$ cat src/pkg/lpm_pkg.sv
package lpm_pkg;

  // ----------------------------------------------------------------
  // Power states
  // ----------------------------------------------------------------
  typedef enum logic [1:0] {
    ST_RUN,
    ST_SLEEP,
    ST_STOP,
    ST_STANDBY
  } pwr_state_t;

  // Target low-power mode requested by software
  localparam logic [1:0] TARGET_SLEEP = 2'h0;
  localparam logic [1:0] TARGET_STOP = 2'h1;
  localparam logic [1:0] TARGET_STANDBY = 2'h2;

  // Regulator mode encoding on the regulator port
  localparam logic [1:0] REG_MAIN = 2'h0;
  localparam logic [1:0] REG_LOW_POWER = 2'h1;
  localparam logic [1:0] REG_POWER_DOWN = 2'h2;

  // Trigger edge selection per event line
  localparam int EDGE_RISE_BIT = 0;
  localparam int EDGE_FALL_BIT = 1;

  // Event line layout: 16 pin lines, then supply detector, then alarm
  localparam int NUM_PIN_LINES = 16;
  localparam int LINE_SUPPLY = 16;
  localparam int LINE_ALARM = 17;
  localparam int NUM_LINES = 18;

  // Reset values
  localparam logic [NUM_LINES-1:0] LINES_RST = 18'h0_0000;
  localparam logic [1:0] REG_RST = 2'h0;

endpackage : lpm_pkg

$ cat src/hw/low_power_mode_controller.sv
// Contract
// - Run uses main regulator mode
// - Stop default regulator is low-power mode
// - Standby powers regulator down, content lost
// - Regulator enabled after any reset
// - Sleep halts only the processor clock
// - Any interrupt or enabled event line leaves Sleep
// - Stop gates core clocks, PLL, oscillators
// - Stop regulator chosen by software select
// - Any enabled event line leaves Stop
// - Standby powers off core, PLL, oscillators
// - Reset pin, watchdog, wakeup, alarm exit Standby
// - RTC and watchdog clock keep running always
// - Per-line edge select and mask
`timescale 1ns/1ps
module low_power_mode_controller
  import lpm_pkg::*;
#(
  parameter int LINES = NUM_LINES
) (
  input wire logic clk_sys,
  input wire logic external_reset_pin,
  input wire logic sleep_request,
  input wire logic [1:0] target_mode,
  input wire logic stop_low_power_sel,
  input wire logic irq_pending,
  input wire logic [LINES-1:0] event_lines_in,
  input wire logic [LINES-1:0] event_mask,
  input wire logic [LINES-1:0] edge_rise_en,
  input wire logic [LINES-1:0] edge_fall_en,
  input wire logic external_reset_pin_n,
  input wire logic independent_watchdog_reset,
  input wire logic wakeup_pin,
  output logic cpu_clk_en,
  output logic periph_clk_en,
  output logic core_clk_en,
  output logic pll_en,
  output logic internal_fast_rc_oscillator_en,
  output logic external_fast_crystal_oscillator_en,
  output logic regulator_en,
  output logic [1:0] regulator_mode,
  output logic core_power_on,
  output logic retain_core_content,
  output logic rtc_watchdog_clk_en,
  output logic standby_exit_reset,
  output logic [1:0] state_out
);

  // ----------------------------------------------------------------
  // Event line edge detection
  // ----------------------------------------------------------------
  logic [LINES-1:0] line_prev_q; // Last sampled line levels
  logic [LINES-1:0] line_prev_d;
  logic [LINES-1:0] line_hit; // Unmasked edge seen this cycle
  logic wake_prev_q; // Last wakeup pin level
  logic wake_prev_d;

  // Per-line edge selection; generate keeps every line identical
  genvar gi;
  generate
    for (gi = 0; gi < LINES; gi++) begin : g_line
      always_comb begin
        line_hit[gi] = event_mask[gi] &
          ((edge_rise_en[gi] & event_lines_in[gi] & ~line_prev_q[gi]) |
           (edge_fall_en[gi] & ~event_lines_in[gi] & line_prev_q[gi]));
      end
    end
  endgenerate

  // Next level history
  always_comb begin
    line_prev_d = event_lines_in;
    wake_prev_d = wakeup_pin;
  end

  // History registers reset low so a line high at release reads as an edge
  always_ff @(posedge clk_sys or negedge external_reset_pin) begin
    if (!external_reset_pin) begin
      line_prev_q <= LINES_RST;
      wake_prev_q <= 1'b0;
    end else begin
      line_prev_q <= line_prev_d;
      wake_prev_q <= wake_prev_d;
    end
  end

  // ----------------------------------------------------------------
  // Wake and exit conditions
  // ----------------------------------------------------------------
  logic any_event; // Any unmasked event line edge
  logic standby_wake; // Any Standby exit source
  always_comb begin
    any_event = |line_hit;
    standby_wake = ~external_reset_pin_n | independent_watchdog_reset |
                   (wakeup_pin & ~wake_prev_q) | event_lines_in[LINE_ALARM];
  end

  // ----------------------------------------------------------------
  // Power state machine
  // ----------------------------------------------------------------
  pwr_state_t state_q; // Current power state
  pwr_state_t state_d;
  logic stop_lp_q; // Latched Stop regulator choice
  logic stop_lp_d;
  logic exit_rst_d;

  // Target and regulator select are sampled only on the request
  always_comb begin
    state_d = state_q;
    stop_lp_d = stop_lp_q;
    exit_rst_d = 1'b0;
    case (state_q)
      ST_RUN: begin
        if (sleep_request) begin
          case (target_mode)
            TARGET_SLEEP: state_d = ST_SLEEP;
            TARGET_STOP: begin
              state_d = ST_STOP;
              stop_lp_d = stop_low_power_sel;
            end
            TARGET_STANDBY: state_d = ST_STANDBY;
            default: state_d = ST_RUN; // Unknown target: stay running
          endcase
        end
      end
      ST_SLEEP: begin
        if (irq_pending || any_event) begin
          state_d = ST_RUN;
        end
      end
      ST_STOP: begin
        if (any_event) begin
          state_d = ST_RUN;
        end
      end
      ST_STANDBY: begin
        // Exit is a full reset of the core since its content is gone
        if (standby_wake) begin
          state_d = ST_RUN;
          exit_rst_d = 1'b1;
        end
      end
      default: state_d = ST_RUN;
    endcase
  end

  always_ff @(posedge clk_sys or negedge external_reset_pin) begin
    if (!external_reset_pin) begin
      state_q <= ST_RUN;
      stop_lp_q <= 1'b1;
      standby_exit_reset <= 1'b0;
    end else begin
      state_q <= state_d;
      stop_lp_q <= stop_lp_d;
      standby_exit_reset <= exit_rst_d;
    end
  end

  // ----------------------------------------------------------------
  // Output decode, registered from next state
  // ----------------------------------------------------------------
  logic cpu_d, per_d, core_d, osc_d, reg_en_d, pwr_d, ret_d;
  logic [1:0] reg_mode_d;

  // Outputs follow state_d so they align with state_q on each edge
  always_comb begin
    cpu_d = 1'b1;
    per_d = 1'b1;
    core_d = 1'b1;
    osc_d = 1'b1;
    reg_en_d = 1'b1;
    pwr_d = 1'b1;
    ret_d = 1'b1;
    reg_mode_d = REG_MAIN;
    case (state_d)
      ST_RUN: reg_mode_d = REG_MAIN;
      ST_SLEEP: cpu_d = 1'b0;
      ST_STOP: begin
        cpu_d = 1'b0;
        per_d = 1'b0;
        core_d = 1'b0;
        osc_d = 1'b0;
        reg_mode_d = stop_lp_d ? REG_LOW_POWER : REG_MAIN;
      end
      ST_STANDBY: begin
        cpu_d = 1'b0;
        per_d = 1'b0;
        core_d = 1'b0;
        osc_d = 1'b0;
        reg_en_d = 1'b0;
        pwr_d = 1'b0;
        ret_d = 1'b0;
        reg_mode_d = REG_POWER_DOWN;
      end
      default: reg_mode_d = REG_MAIN;
    endcase
  end

  always_ff @(posedge clk_sys or negedge external_reset_pin) begin
    if (!external_reset_pin) begin
      cpu_clk_en <= 1'b1;
      periph_clk_en <= 1'b1;
      core_clk_en <= 1'b1;
      pll_en <= 1'b1;
      internal_fast_rc_oscillator_en <= 1'b1;
      external_fast_crystal_oscillator_en <= 1'b1;
      regulator_en <= 1'b1;
      regulator_mode <= REG_RST;
      core_power_on <= 1'b1;
      retain_core_content <= 1'b1;
      rtc_watchdog_clk_en <= 1'b1;
      state_out <= 2'h0;
    end else begin
      cpu_clk_en <= cpu_d;
      periph_clk_en <= per_d;
      core_clk_en <= core_d;
      pll_en <= osc_d;
      internal_fast_rc_oscillator_en <= osc_d;
      external_fast_crystal_oscillator_en <= osc_d;
      regulator_en <= reg_en_d;
      regulator_mode <= reg_mode_d;
      core_power_on <= pwr_d;
      retain_core_content <= ret_d;
      rtc_watchdog_clk_en <= 1'b1;
      state_out <= state_d;
    end
  end

  // ----------------------------------------------------------------
  // Assertions
  // ----------------------------------------------------------------
  a_run_main_reg: assert property (@(posedge clk_sys) disable iff (!external_reset_pin)
    state_q == ST_RUN |-> regulator_mode == REG_MAIN)
    else $error("Run without main regulator");
  a_stop_reg_sel: assert property (@(posedge clk_sys) disable iff (!external_reset_pin)
    state_q == ST_STOP |-> regulator_mode == (stop_lp_q ? REG_LOW_POWER : REG_MAIN))
    else $error("Stop regulator does not follow select");
  a_standby_off: assert property (@(posedge clk_sys) disable iff (!external_reset_pin)
    state_q == ST_STANDBY |-> !regulator_en && !core_power_on && !retain_core_content)
    else $error("Standby still powered");
  a_sleep_clocks: assert property (@(posedge clk_sys) disable iff (!external_reset_pin)
    state_q == ST_SLEEP |-> !cpu_clk_en && periph_clk_en && core_clk_en)
    else $error("Sleep clock gating wrong");
  a_sleep_wake: assert property (@(posedge clk_sys) disable iff (!external_reset_pin)
    state_q == ST_SLEEP && irq_pending |=> state_q == ST_RUN && cpu_clk_en)
    else $error("Sleep did not wake");
  a_stop_gating: assert property (@(posedge clk_sys) disable iff (!external_reset_pin)
    state_q == ST_STOP |-> !core_clk_en && !pll_en && !internal_fast_rc_oscillator_en
      && !external_fast_crystal_oscillator_en && retain_core_content)
    else $error("Stop gating wrong");
  a_stop_wake: assert property (@(posedge clk_sys) disable iff (!external_reset_pin)
    state_q == ST_STOP && any_event |=> state_q == ST_RUN)
    else $error("Stop did not wake on event");
  a_standby_exit: assert property (@(posedge clk_sys) disable iff (!external_reset_pin)
    state_q == ST_STANDBY && !external_reset_pin_n |=> state_q == ST_RUN && standby_exit_reset)
    else $error("Standby did not exit");
  a_rtc_clock: assert property (@(posedge clk_sys) disable iff (!external_reset_pin)
    $fell(cpu_clk_en) |-> rtc_watchdog_clk_en)
    else $error("Always-on clock stopped");
  // No unmasked edge of a selected kind means Stop must hold
  a_mask_line: assert property (@(posedge clk_sys) disable iff (!external_reset_pin)
    state_q == ST_STOP && ((event_mask & ((edge_rise_en & event_lines_in & ~line_prev_q) |
      (edge_fall_en & ~event_lines_in & line_prev_q))) == '0) |=> state_q == ST_STOP)
    else $error("Masked lines woke Stop");

endmodule : low_power_mode_controller

$ cat config.mk
export PLATFORM = sky130hd
export DESIGN_NAME = low_power_mode_controller
export DESIGN_NICKNAME = d
export VERILOG_FILES = /design/src/pkg/lpm_pkg.sv /design/src/hw/low_power_mode_controller.sv
export SDC_FILE = /design/constraint.sdc
export NUM_CORES = 1
export LEC_CHECK = 0
export CAP_MARGIN = 20
export CORE_ASPECT_RATIO = 1.2
export CORE_MARGIN = 8
export CORE_UTILIZATION = 48
export CTS_CLUSTER_SIZE = 14
export DETAILED_ROUTE_END_ITERATION = 12
export DONT_BUFFER_PORTS = 1
export PLACE_DENSITY = 0.6
export SYNTH_ARGS = -nofsm -noshare
export SYNTH_HDL_FRONTEND = slang
export SYNTH_SLANG_ARGS = --single-unit
export TNS_END_PERCENT = 50
$ cat constraint.sdc
create_clock -name clk_sys -period 2.5 [get_ports clk_sys]
set_input_delay 0 -clock clk_sys [delete_from_list [all_inputs] [get_ports clk_sys]]
set_output_delay 0 -clock clk_sys [all_outputs]
set_load 0.05 [all_outputs]
==> metrics, run 1 <==
status complete, no violations; GRT Total Usage 0.152; flops & latches, synth 28; Die ar. 4930 µm²; Layout Skew 6.68 ps; most common cell after layout, fill and taps aside dlygate4sd3_1; Detailed Place HPWL between 2000 and 3000 µm; CTS max path bufs 2; Net Count, Synth 210; max-slew violation count 0; CTS buffer count 3; Placed Cells 153; EDFF count, synth 0; clock share of power 0.288; Power Density around 590 nW/µm²; largest net degree at the start of global routing 29; num rows 21; Pleak between 0.7 and 0.8 nW; Die Width 65.4 µm; Sum Neg Setup Slack 0 ps; cells after synthesis between 100 and 150; slowest library cell on the worst path dlygate4sd3_1; via-per-instance ratio about 6; WS Path Type flip-flop to flip-flop; GPL Wtd Cong a little under 0.8; Top FF cell, synth dfrtp_1; placed cell area approximately 1400 µm²; post-layout instance area roughly 1700 µm²; CTS resizes 0; Post-synth ARST share 1.00; fin nets 236; die height around 75 µm; Fill cells 244; clock root cell clkbuf_4; Clk pin slew, worst setup/hold paths 150 ps; Wirelength per Cell roughly 21 µm; endpoint type of the worst setup path flip-flop; sequential share of power 0.522; CP arrival roughly 2500 ps; cell internal pwr roughly 0.73 mW; RR Endpoint state_out[0]; post-synth cell types 31; vias in the first global route 1308; number of post-CTS setup repair buffers 0; Initial Util 0.505; FF-to-FF setup slack approximately 250 ps; worst hold start sleep_request; synth-to-layout area growth 23.5%; GRT overflow 0; Setup WS post-layout approximately 250 ps; YS warnings 0; n_diodes 0; Slew headroom 0.513; hold buffer count at cts 26; Final Cycle Share 0.899; Net Sw Power approximately 0.29 mW; RSZ-0062 raised after global routing false; Worst setup SP type flip-flop; Residual DRC 0; Hold EP stop_lp_q; I/O pin cnt 97; Multi-input gate area around 620 µm²; register area a little over 700 µm²; Max stage delay on crit path 590 ps; combinational power share 0.190; Final min period between 2000 and 2500 ps; dpl ws 774 ps; share of post-route cells with drive strength above 1 0.128; Hold Vio Cnt, Final 0; initial antenna violation count 0; global-route wire length before repair approximately 5900 µm; sequential area share after synthesis 0.501; clk_lat worst skew between 300 and 400 ps; commonest cells after routing, fill and taps aside dlygate4sd3_1, nand4b_1, dfrtp_1, nand2_1, nand3b_1; maximum VDD drop roughly 0.44 mV; CTS tree yes; fmax 445 MHz; routed vias 1100; Port Buffers 0; Initial DRC Count 33; cell-by-cell trace of the critical path nand4b_1 > nand4_1 > a2111oi_2 > nand4_1 > o41ai_1 > dlygate4sd3_1; Required @ worst endpoint 2770 ps; FF-to-FF path depth 6; core area between 2000 and 3000 µm²; mean post-synth cell area ~11 µm²; Mapped Area around 1400 µm²; switch share 0.284; Worst-Margin Slew between 700 and 800 ps; final setup fails 0; Layout Cells excl Fill 183; Critical Path Fanout Max 4; drt first pass iters 4; most frequent CP cell nand4_1; clk sinks 28; post-route ant nets 0; max cap viols 0; min-delay worst type input port to flip-flop; hold path cells 3; # H-tree levels 1; drt total wl 3870 µm; worst r2r src line_prev_q[1]
-- Yosys cell counts, types with 3 or more instances --
master    count  area share
nand3b_1      9       0.048
nor4_1        3       0.013
ha_1          4       0.036
nand2_1      10       0.027
dfrtp_1      24        0.43
a21oi_1       3       0.011
buf_4         7       0.037
inv_1         5       0.013
a21boi_1      4       0.021
nand4_1       6       0.027
nor2_1        3      0.0080
dfstp_2       4       0.075
nand4b_1     24        0.15
-- area by class of cell --
cell class,count,area share
clock inverter,1,0.0173
inverter,6,0.0130
sequential,28,0.406
clock buffer,3,0.0130
timing repair buffer,29,0.168
multi-input combinational,82,0.358
tap,34,0.0245
-- critical path: cells and delay by family (launching register included) --
family	cells	cell delay, ps
buf+inv	1	590
simple gates	3	530
flops	1	390
compound gates	2	680
-- flip-flops by register name, indices dropped and copies added, names as in the netlist --
| name | count |
|---|---|
| retain_core_content | 1 |
| external_fast_crystal_oscillator_en | 1 |
| line_prev_q | 18 |
| cpu_clk_en | 1 |
| regulator_mode | 2 |
| wake_prev_q | 1 |
| stop_lp_q | 1 |
| standby_exit_reset | 1 |
| state_out | 2 |
-- cells by family (layout without fill, tap and decap cells) --
logic type | after synthesis | in the layout | synth area share
and+or+nand+nor | 60 | 60 | 0.300
AOI/OAI and AO/OA | 16 | 16 | 0.0951
muxes | 1 | 1 | 0.00800
adders and majority gates | 4 | 4 | 0.0356
buffers and inverters | 14 | 39 | 0.0569
DFF | 28 | 28 | 0.501
other | 1 | 1 | 0.00266
-- per-stage QoR --
stage | power, mW | utilization | hold WS [ps]
after CTS | 1.04 | 0.624 | 61.9
after global placement | 0.689 | 0.508 | -294
after floorplan | 0.682 | - | -296
final | 1.02 | 0.624 | 73.0
after detailed placement | 0.693 | 0.508 | -295
after global routing | 1.07 | 0.624 | 80.6
-- power by group through the flow --
stage                     Clock, mW  Combinational, mW  Sequential, mW
after CTS                     0.308              0.196           0.535
after global routing          0.319              0.210           0.539
after global placement            0              0.147           0.542
after detailed placement          0              0.150           0.543
final                         0.296              0.194           0.535
after floorplan                   0              0.129           0.553
-- metal layers --
| layer | track usage | wire length (µm) | part of all wire |
|---|---|---|---|
| met1 | 0.132 | 1210 | 0.31 |
| met2 | 0.289 | 2140 | 0.55 |
| met3 | 0.0794 | 487 | 0.13 |
| met4 | 0.0583 | 38 | 0.0098 |
| met5 | 0 | 0 | 0 |
-- how the worst max path moves through the flow --
stage / end / slack (ps) / from / cells past startpoint
3_3_place_gp: state_out[0] / 820 / line_prev_q[6] / 5
6_report: state_out[0] / 250 / line_prev_q[1] / 6
5_1_grt: state_out[0] / 40 / line_prev_q[1] / 6
2_1_floorplan: regulator_mode[0] / 680 / state_out[1] / 7
4_1_cts: state_out[0] / 250 / line_prev_q[1] / 6
3_5_place_dp: regulator_mode[0] / 770 / line_prev_q[1] / 6
(Power assumes the default switching activity.)
==> run 2, diff against run 1 <==
--- a/config.mk
+++ b/config.mk
@@ -8,11 +8,11 @@
 export CAP_MARGIN = 20
 export CORE_ASPECT_RATIO = 1.2
 export CORE_MARGIN = 8
-export CORE_UTILIZATION = 48
+export CORE_UTILIZATION = 35
 export CTS_CLUSTER_SIZE = 14
 export DETAILED_ROUTE_END_ITERATION = 12
 export DONT_BUFFER_PORTS = 1
-export PLACE_DENSITY = 0.6
+export PLACE_DENSITY = 0.46
 export SYNTH_ARGS = -nofsm -noshare
 export SYNTH_HDL_FRONTEND = slang
 export SYNTH_SLANG_ARGS = --single-unit
==> metrics, run 2 (synthesized netlist as in run 1, its figures left out) <==
status complete, no violations; biggest regs line_prev_q (18), regulator_mode (2), state_out (2); core area 3910 µm² (+40%); Final Cycle Share 0.656 (-0.243); I/O pin cnt 97 (unchanged); worst path bufs/invs 0 (-1); slowest library cell on the worst path dfrtp_1; CTS resizes 0 (unchanged); routed vias 1104 (+0.36%); post-route ant nets 0 (unchanged); CTS buffer count 3 (unchanged); initial antenna violation count 0 (unchanged); synth-to-layout area growth 23.7%; Worst-Margin Slew 734 ps (+1.30 ps); die height 85.5 µm (+13%); num rows 25 (+19%); Port Buffers 0 (unchanged); hold buffer count at cts 25 (-3.8%); endpoint type of the worst setup path flip-flop; critical path endpoint regulator_mode[0]; Top Layer Used met4; min-delay worst type input port to flip-flop; final setup fails 0 (unchanged); Final Util 0.445 (-0.179); critical path startpoint line_prev_q[1]; max cap viols 0 (unchanged); Pleak 0.701 nW (-1.8%); Wirelength per Cell 19.1 µm (-9.7%); max-slew violation count 0 (unchanged); FF-to-FF setup slack 860 ps (+610 ps); CP arrival 1850 ps (-670 ps); fmax 610 MHz (+37%); cell-by-cell trace of the critical path nand4b_1 > nand4_1 > a2111oi_2 > nand4_1 > nor3_2 > a2bb2oi_2; maximum VDD drop 0.155 mV (-65%); vias in the first global route 1259 (-3.7%); largest net degree at the start of global routing 29 (unchanged); CP top delay family simple AND/OR/NAND/NOR gates; Max stage delay on crit path 360 ps (-230 ps); Sum Neg Setup Slack 0 ps (unchanged); via-per-instance ratio 5.49 (-8.6%); commonest cells after routing, fill and taps aside nand4b_1, dlygate4sd3_1, dfrtp_1, nand2_1, nand3b_1; Most flops, register line_prev_q; most frequent CP cell nand4_1; Worst setup SP type flip-flop; share of post-route cells with drive strength above 1 0.122 (-0.00507); fin nets 235 (-0.42%); Met2 Routed Length 2040 µm (-4.9%); Initial Util 0.360 (-0.145); GRT Total Usage 0.120 (-0.0320); Residual DRC 0 (unchanged); Fill cells 378 (+55%); Final min period 1640 ps (-608 ps); CP Depth 6 (unchanged); Layout Skew 1.76 ps (-4.92 ps); RSZ-0062 raised after global routing false; register area 706 µm² (unchanged); worst hold start event_mask[12]; Critical Path Fanout Max 4 (unchanged); GRT overflow 0 (unchanged); worst r2r src line_prev_q[1]; drt first pass iters 4 (unchanged); FF-to-FF path depth 6 (unchanged); Die Width 73.9 µm (+13%); CTS max path bufs 2 (unchanged); Multi-input gate area 622 µm² (unchanged); clk sinks 28 (unchanged); WS Path Type flip-flop to flip-flop; clk_lat worst skew 270 ps (-50 ps); GPL Wtd Cong 0.783 (about the same); Detailed Place HPWL 3080 µm (+3.4%); RR Endpoint regulator_mode[0]; Initial DRC Count 33 (unchanged); Hold Vio Cnt, Final 0 (unchanged); clock root cell clkbuf_8; max reg flops 18 (unchanged); number of post-CTS setup repair buffers 0 (unchanged); Die ar. 6320 µm² (+28%); Required @ worst endpoint 2710 ps (-60 ps); CTS tree yes; # H-tree levels 1 (unchanged); metal1 wirelength 1370 µm (+13%); Power Density 555 nW/µm² (-5.8%); n_diodes 0 (unchanged); drt total wl 3840 µm (-0.80%); met3 WL post-DR 376 µm (-23%); Slew headroom 0.512 (-0.000863); Clk pin slew, worst setup/hold paths 90 ps (-60 ps); global-route wire length before repair 5840 µm (-0.36%)
[run 2: cell type report]
cell class,count,share of cell area
tap,54,0.0388
multi-input combinational,82,0.357
timing repair buffer,28,0.162
clock buffer,3,0.0237
sequential,28,0.405
inverter,6,0.0129
[run 2: how the worst min path moves through the flow]
| stage | endpoint | slack, ps | cells after the start |
|---|---|---|---|
| after global placement | standby_exit_reset | -290 | 0 |
| final | state_out[0] | 50 | 3 |
| after detailed placement | standby_exit_reset | -290 | 0 |
| after global routing | state_out[0] | 70 | 3 |
| after CTS | cpu_clk_en | 40 | 3 |
| after floorplan | line_prev_q[0] | -300 | 0 |
[run 2: through the flow]
stage          worst slack (ps)  hold WS (ps)  total power [mW]  instance area, µm²  std cells
6_report                    860          48.2             0.967                1740        201
3_5_place_dp                836          -294             0.693                1440        173
3_3_place_gp                872          -294             0.691                1440        173
5_1_grt                     689          72.1              1.02                1740        201
4_1_cts                     822          36.5             0.985                1740        201
2_1_floorplan               684          -296             0.682                1410        124
[run 2: layer usage]
metal,global-route usage,up-vias
met4,0.0474,0
met5,0,-
met3,0.0495,7
met1,0.120,531
li1,-,510
met2,0.212,56
[run 2: worst register-to-register path, delay by kind of cell, from the launching register on]
| family | cells | cell delay [ps] |
|---|---|---|
| and+or+nand+nor | 4 | 710 |
| AOI/OAI and AO/OA | 2 | 490 |
| DFF | 1 | 360 |
[run 2: power by group]
group	switching [mW]	leakage, nW	internal, mW
Combinational	0.113	0.348	0.0783
Sequential	0.0422	0.332	0.491
Clock	0.135	0.0216	0.108
==> run 3, diff against run 2 <==
--- a/config.mk
+++ b/config.mk
@@ -5,6 +5,7 @@
 export SDC_FILE = /design/constraint.sdc
 export NUM_CORES = 1
 export LEC_CHECK = 0
+export ABC_AREA = 1
 export CAP_MARGIN = 20
 export CORE_ASPECT_RATIO = 1.2
 export CORE_MARGIN = 8
@@ -12,7 +13,7 @@
 export CTS_CLUSTER_SIZE = 14
 export DETAILED_ROUTE_END_ITERATION = 12
 export DONT_BUFFER_PORTS = 1
-export PLACE_DENSITY = 0.46
+export PLACE_DENSITY = 0.48
 export SYNTH_ARGS = -nofsm -noshare
 export SYNTH_HDL_FRONTEND = slang
 export SYNTH_SLANG_ARGS = --single-unit
==> constraint.sdc (replaced) <==
create_clock -name clk_sys -period 1.5 [get_ports clk_sys]
set_input_delay 0 -clock clk_sys [delete_from_list [all_inputs] [get_ports clk_sys]]
set_output_delay 0 -clock clk_sys [all_outputs]
set_load 0.05 [all_outputs]
==> metrics, run 3 <==
status complete, no violations; via-per-instance ratio 4.56 (-17%); largest family of logic cells by synthesized area simple AND/OR/NAND/NOR gates; final setup fails 0 (unchanged); Hold EP standby_exit_reset; vias in the first global route 1424 (+13%); Final min period 1300 ps (-339 ps); RR Endpoint regulator_mode[0]; Residual DRC 0 (unchanged); Wirelength per Cell 14.1 µm (-26%); Initial DRC Count 19 (-42%); commonest cells in the netlist nand2_1, inv_1, dfrtp_1, nand3_1, o21ai_0; clock root cell clkbuf_8; Most flops, register line_prev_q; Port Buffers 0 (unchanged); WS Path Type flip-flop to flip-flop; core area 4290 µm² (+9.8%); Post-Synth Adder-Cell Area 0.0317 (-0.00381); EDFF count, synth 0 (unchanged); CTS resizes 0 (unchanged); post-synth cell types 25 (-19%); worst hold start external_reset_pin_n; most common cell in the netlist nand2_1; Top FF cell, synth dfrtp_1; clk_lat worst skew 270 ps (about the same); biggest regs line_prev_q (18), regulator_mode (2), state_out (2); n_diodes 0 (unchanged); largest net degree at the start of global routing 29 (unchanged); YS warnings 0 (unchanged); drt total wl 3970 µm (+3.3%); most common cell after layout, fill and taps aside nand2_1; Power Density 1250 nW/µm² (+130%); Detailed Place HPWL 3230 µm (+4.8%); RSZ-0062 raised after global routing false; flops & latches, synth 28 (unchanged); hold buffer count at cts 25 (unchanged); FF-to-FF path depth 11 (+5); die height 89.5 µm (+4.7%); GPL Wtd Cong 0.811 (+3.5%); clk sinks 28 (unchanged); Layout Skew 1.32 ps (-0.439 ps); endpoint type of the worst setup path flip-flop; fraction of synthesized area in multiplexers 0.00635 (-0.00165); CTS buffer count 3 (unchanged); Mapped Area 1580 µm² (+12%); hold path cells 2 (-1); xor-xnor portion of the synthesized cell area 0 (unchanged); Initial Util 0.367 (+0.00713); Pwr Total 2.48 mW (+160%); CTS max path bufs 2 (unchanged); max-slew violation count 0 (unchanged); number of post-CTS setup repair buffers 0 (unchanged); Critical Path Fanout Max 4 (unchanged); Fill cells 403 (+6.6%); Hold Vio Cnt, Final 0 (unchanged); CTS tree yes; share of post-route cells with drive strength above 1 0.164 (+0.0413); worst r2r src line_prev_q[7]; Multi-input gate area 661 µm² (+6.2%); FF-to-FF setup slack 200 ps (-660 ps); Sum Neg Setup Slack 0 ps (unchanged); Synth area leader dfrtp_1; I/O pin cnt 97 (unchanged); sequential area share after synthesis 0.448 (-0.0537); max reg flops 18 (unchanged); max cap viols 0 (unchanged); final hold slack 21.9 ps (-26.3 ps); Simple-Gate Fraction of Synth Area 0.321 (+0.0202); global-route wire length before repair 6470 µm (+11%); maximum VDD drop 0.527 mV (+240%); commonest cells after routing, fill and taps aside nand2_1, inv_1, dlygate4sd3_1, dfrtp_1, nand3_1; mean post-synth cell area 7.92 µm² (-30%); Pleak 1.05 nW (+50%); post-route ant nets 0 (unchanged); Synth top area share 0.381 (-0.0457); # H-tree levels 1 (unchanged); num rows 26 (+4.0%); Post-synth ARST share 1.00 (unchanged); fin nets 313 (+33%); Final Cycle Share 0.867 (+0.211); compound-gate portion of the synthesized area 0.0579 (-0.0372); Net Count, Synth 285 (+36%); register area 706 µm² (unchanged); initial antenna violation count 0 (unchanged); fmax 769 MHz (+26%); min-delay worst type input port to flip-flop; dominant cells by area after synthesis dfrtp_1, nand2_1, inv_1, dfstp_2, nand3_1; Worst setup SP type flip-flop; cells after synthesis 199 (+60%); GRT Total Usage 0.115 (-0.00550); drt first pass iters 4 (unchanged); GRT overflow 0 (unchanged); synth-to-layout area growth 25.3%; routed vias 1286 (+16%); Required @ worst endpoint 1710 ps (-1000 ps); CP arrival 1510 ps (-340 ps); Die Width 77.3 µm (+4.6%); Clk pin slew, worst setup/hold paths 100 ps (about the same); Die ar. 6920 µm² (+9.5%)
## run 3: per-stage QoR
| step | setup WS (ps) | cells | instance area (µm²) | util |
|---|---|---|---|---|
| after floorplan | 123 | 199 | 1580 | - |
| after global placement | 227 | 253 | 1640 | 0.383 |
| after detailed placement | 185 | 253 | 1640 | 0.383 |
| after CTS | 153 | 282 | 1980 | 0.460 |
| after global routing | 57.8 | 282 | 1980 | 0.460 |
| final | 199 | 282 | 1980 | 0.460 |
## run 3: report_power, final
group          total [mW]  leakage [nW]  internal [mW]  switching [mW]
clock network       0.595        0.0357          0.357           0.238
logic               0.836         0.684          0.261           0.575
registers            1.04         0.331          0.883           0.161
## run 3: worst max-delay path by stage
| stage | from | endpoint | slack, ps | depth (start not counted) |
|---|---|---|---|---|
| after floorplan | state_out[1] | regulator_mode[0] | 120 | 6 |
| final | line_prev_q[7] | regulator_mode[0] | 200 | 11 |
| after detailed placement | line_prev_q[7] | regulator_mode[1] | 180 | 11 |
| after global placement | line_prev_q[3] | regulator_mode[0] | 230 | 11 |
| after global routing | line_prev_q[8] | regulator_mode[1] | 60 | 11 |
| after CTS | line_prev_q[7] | regulator_mode[0] | 150 | 11 |
## run 3: cells by family after synthesis
family / Yosys count
AND/OR/NAND/NOR: 99
buffers and inverters: 49
flip-flops: 28
AO/OA/AOI/OAI: 17
adder cells (fa/ha/maj): 4
multiplexers: 1
other: 1
## run 3: layout make-up
| class | instances | share of cell area |
|---|---|---|
| Sequential cell | 28 | 0.357 |
| Multi-Input combinational cell | 122 | 0.334 |
| Timing Repair Buffer | 30 | 0.157 |
| Inverter | 42 | 0.0798 |
| Tap cell | 56 | 0.0355 |
| Clock buffer | 3 | 0.0209 |
| Clock inverter | 1 | 0.0152 |
## run 3: per-layer routing
layer,vias up,track usage,wire [µm]
li1,648,-,-
met1,573,0.121,1570
met2,61,0.204,1940
met3,4,0.0513,418
met4,0,0.0326,44
met5,-,0,0
## run 3: worst max-delay path, cell delays in order (launching register included)
cell     delay (ps)
dfrtp_1         400
inv_1            60
nand2_1          50
nand3_2          60
nand2_1          70
nor2_2          110
nand2_2          70
nor2_4          100
nand3_2          90
nand2_4          90
nand2_4          60
nor2_2           80
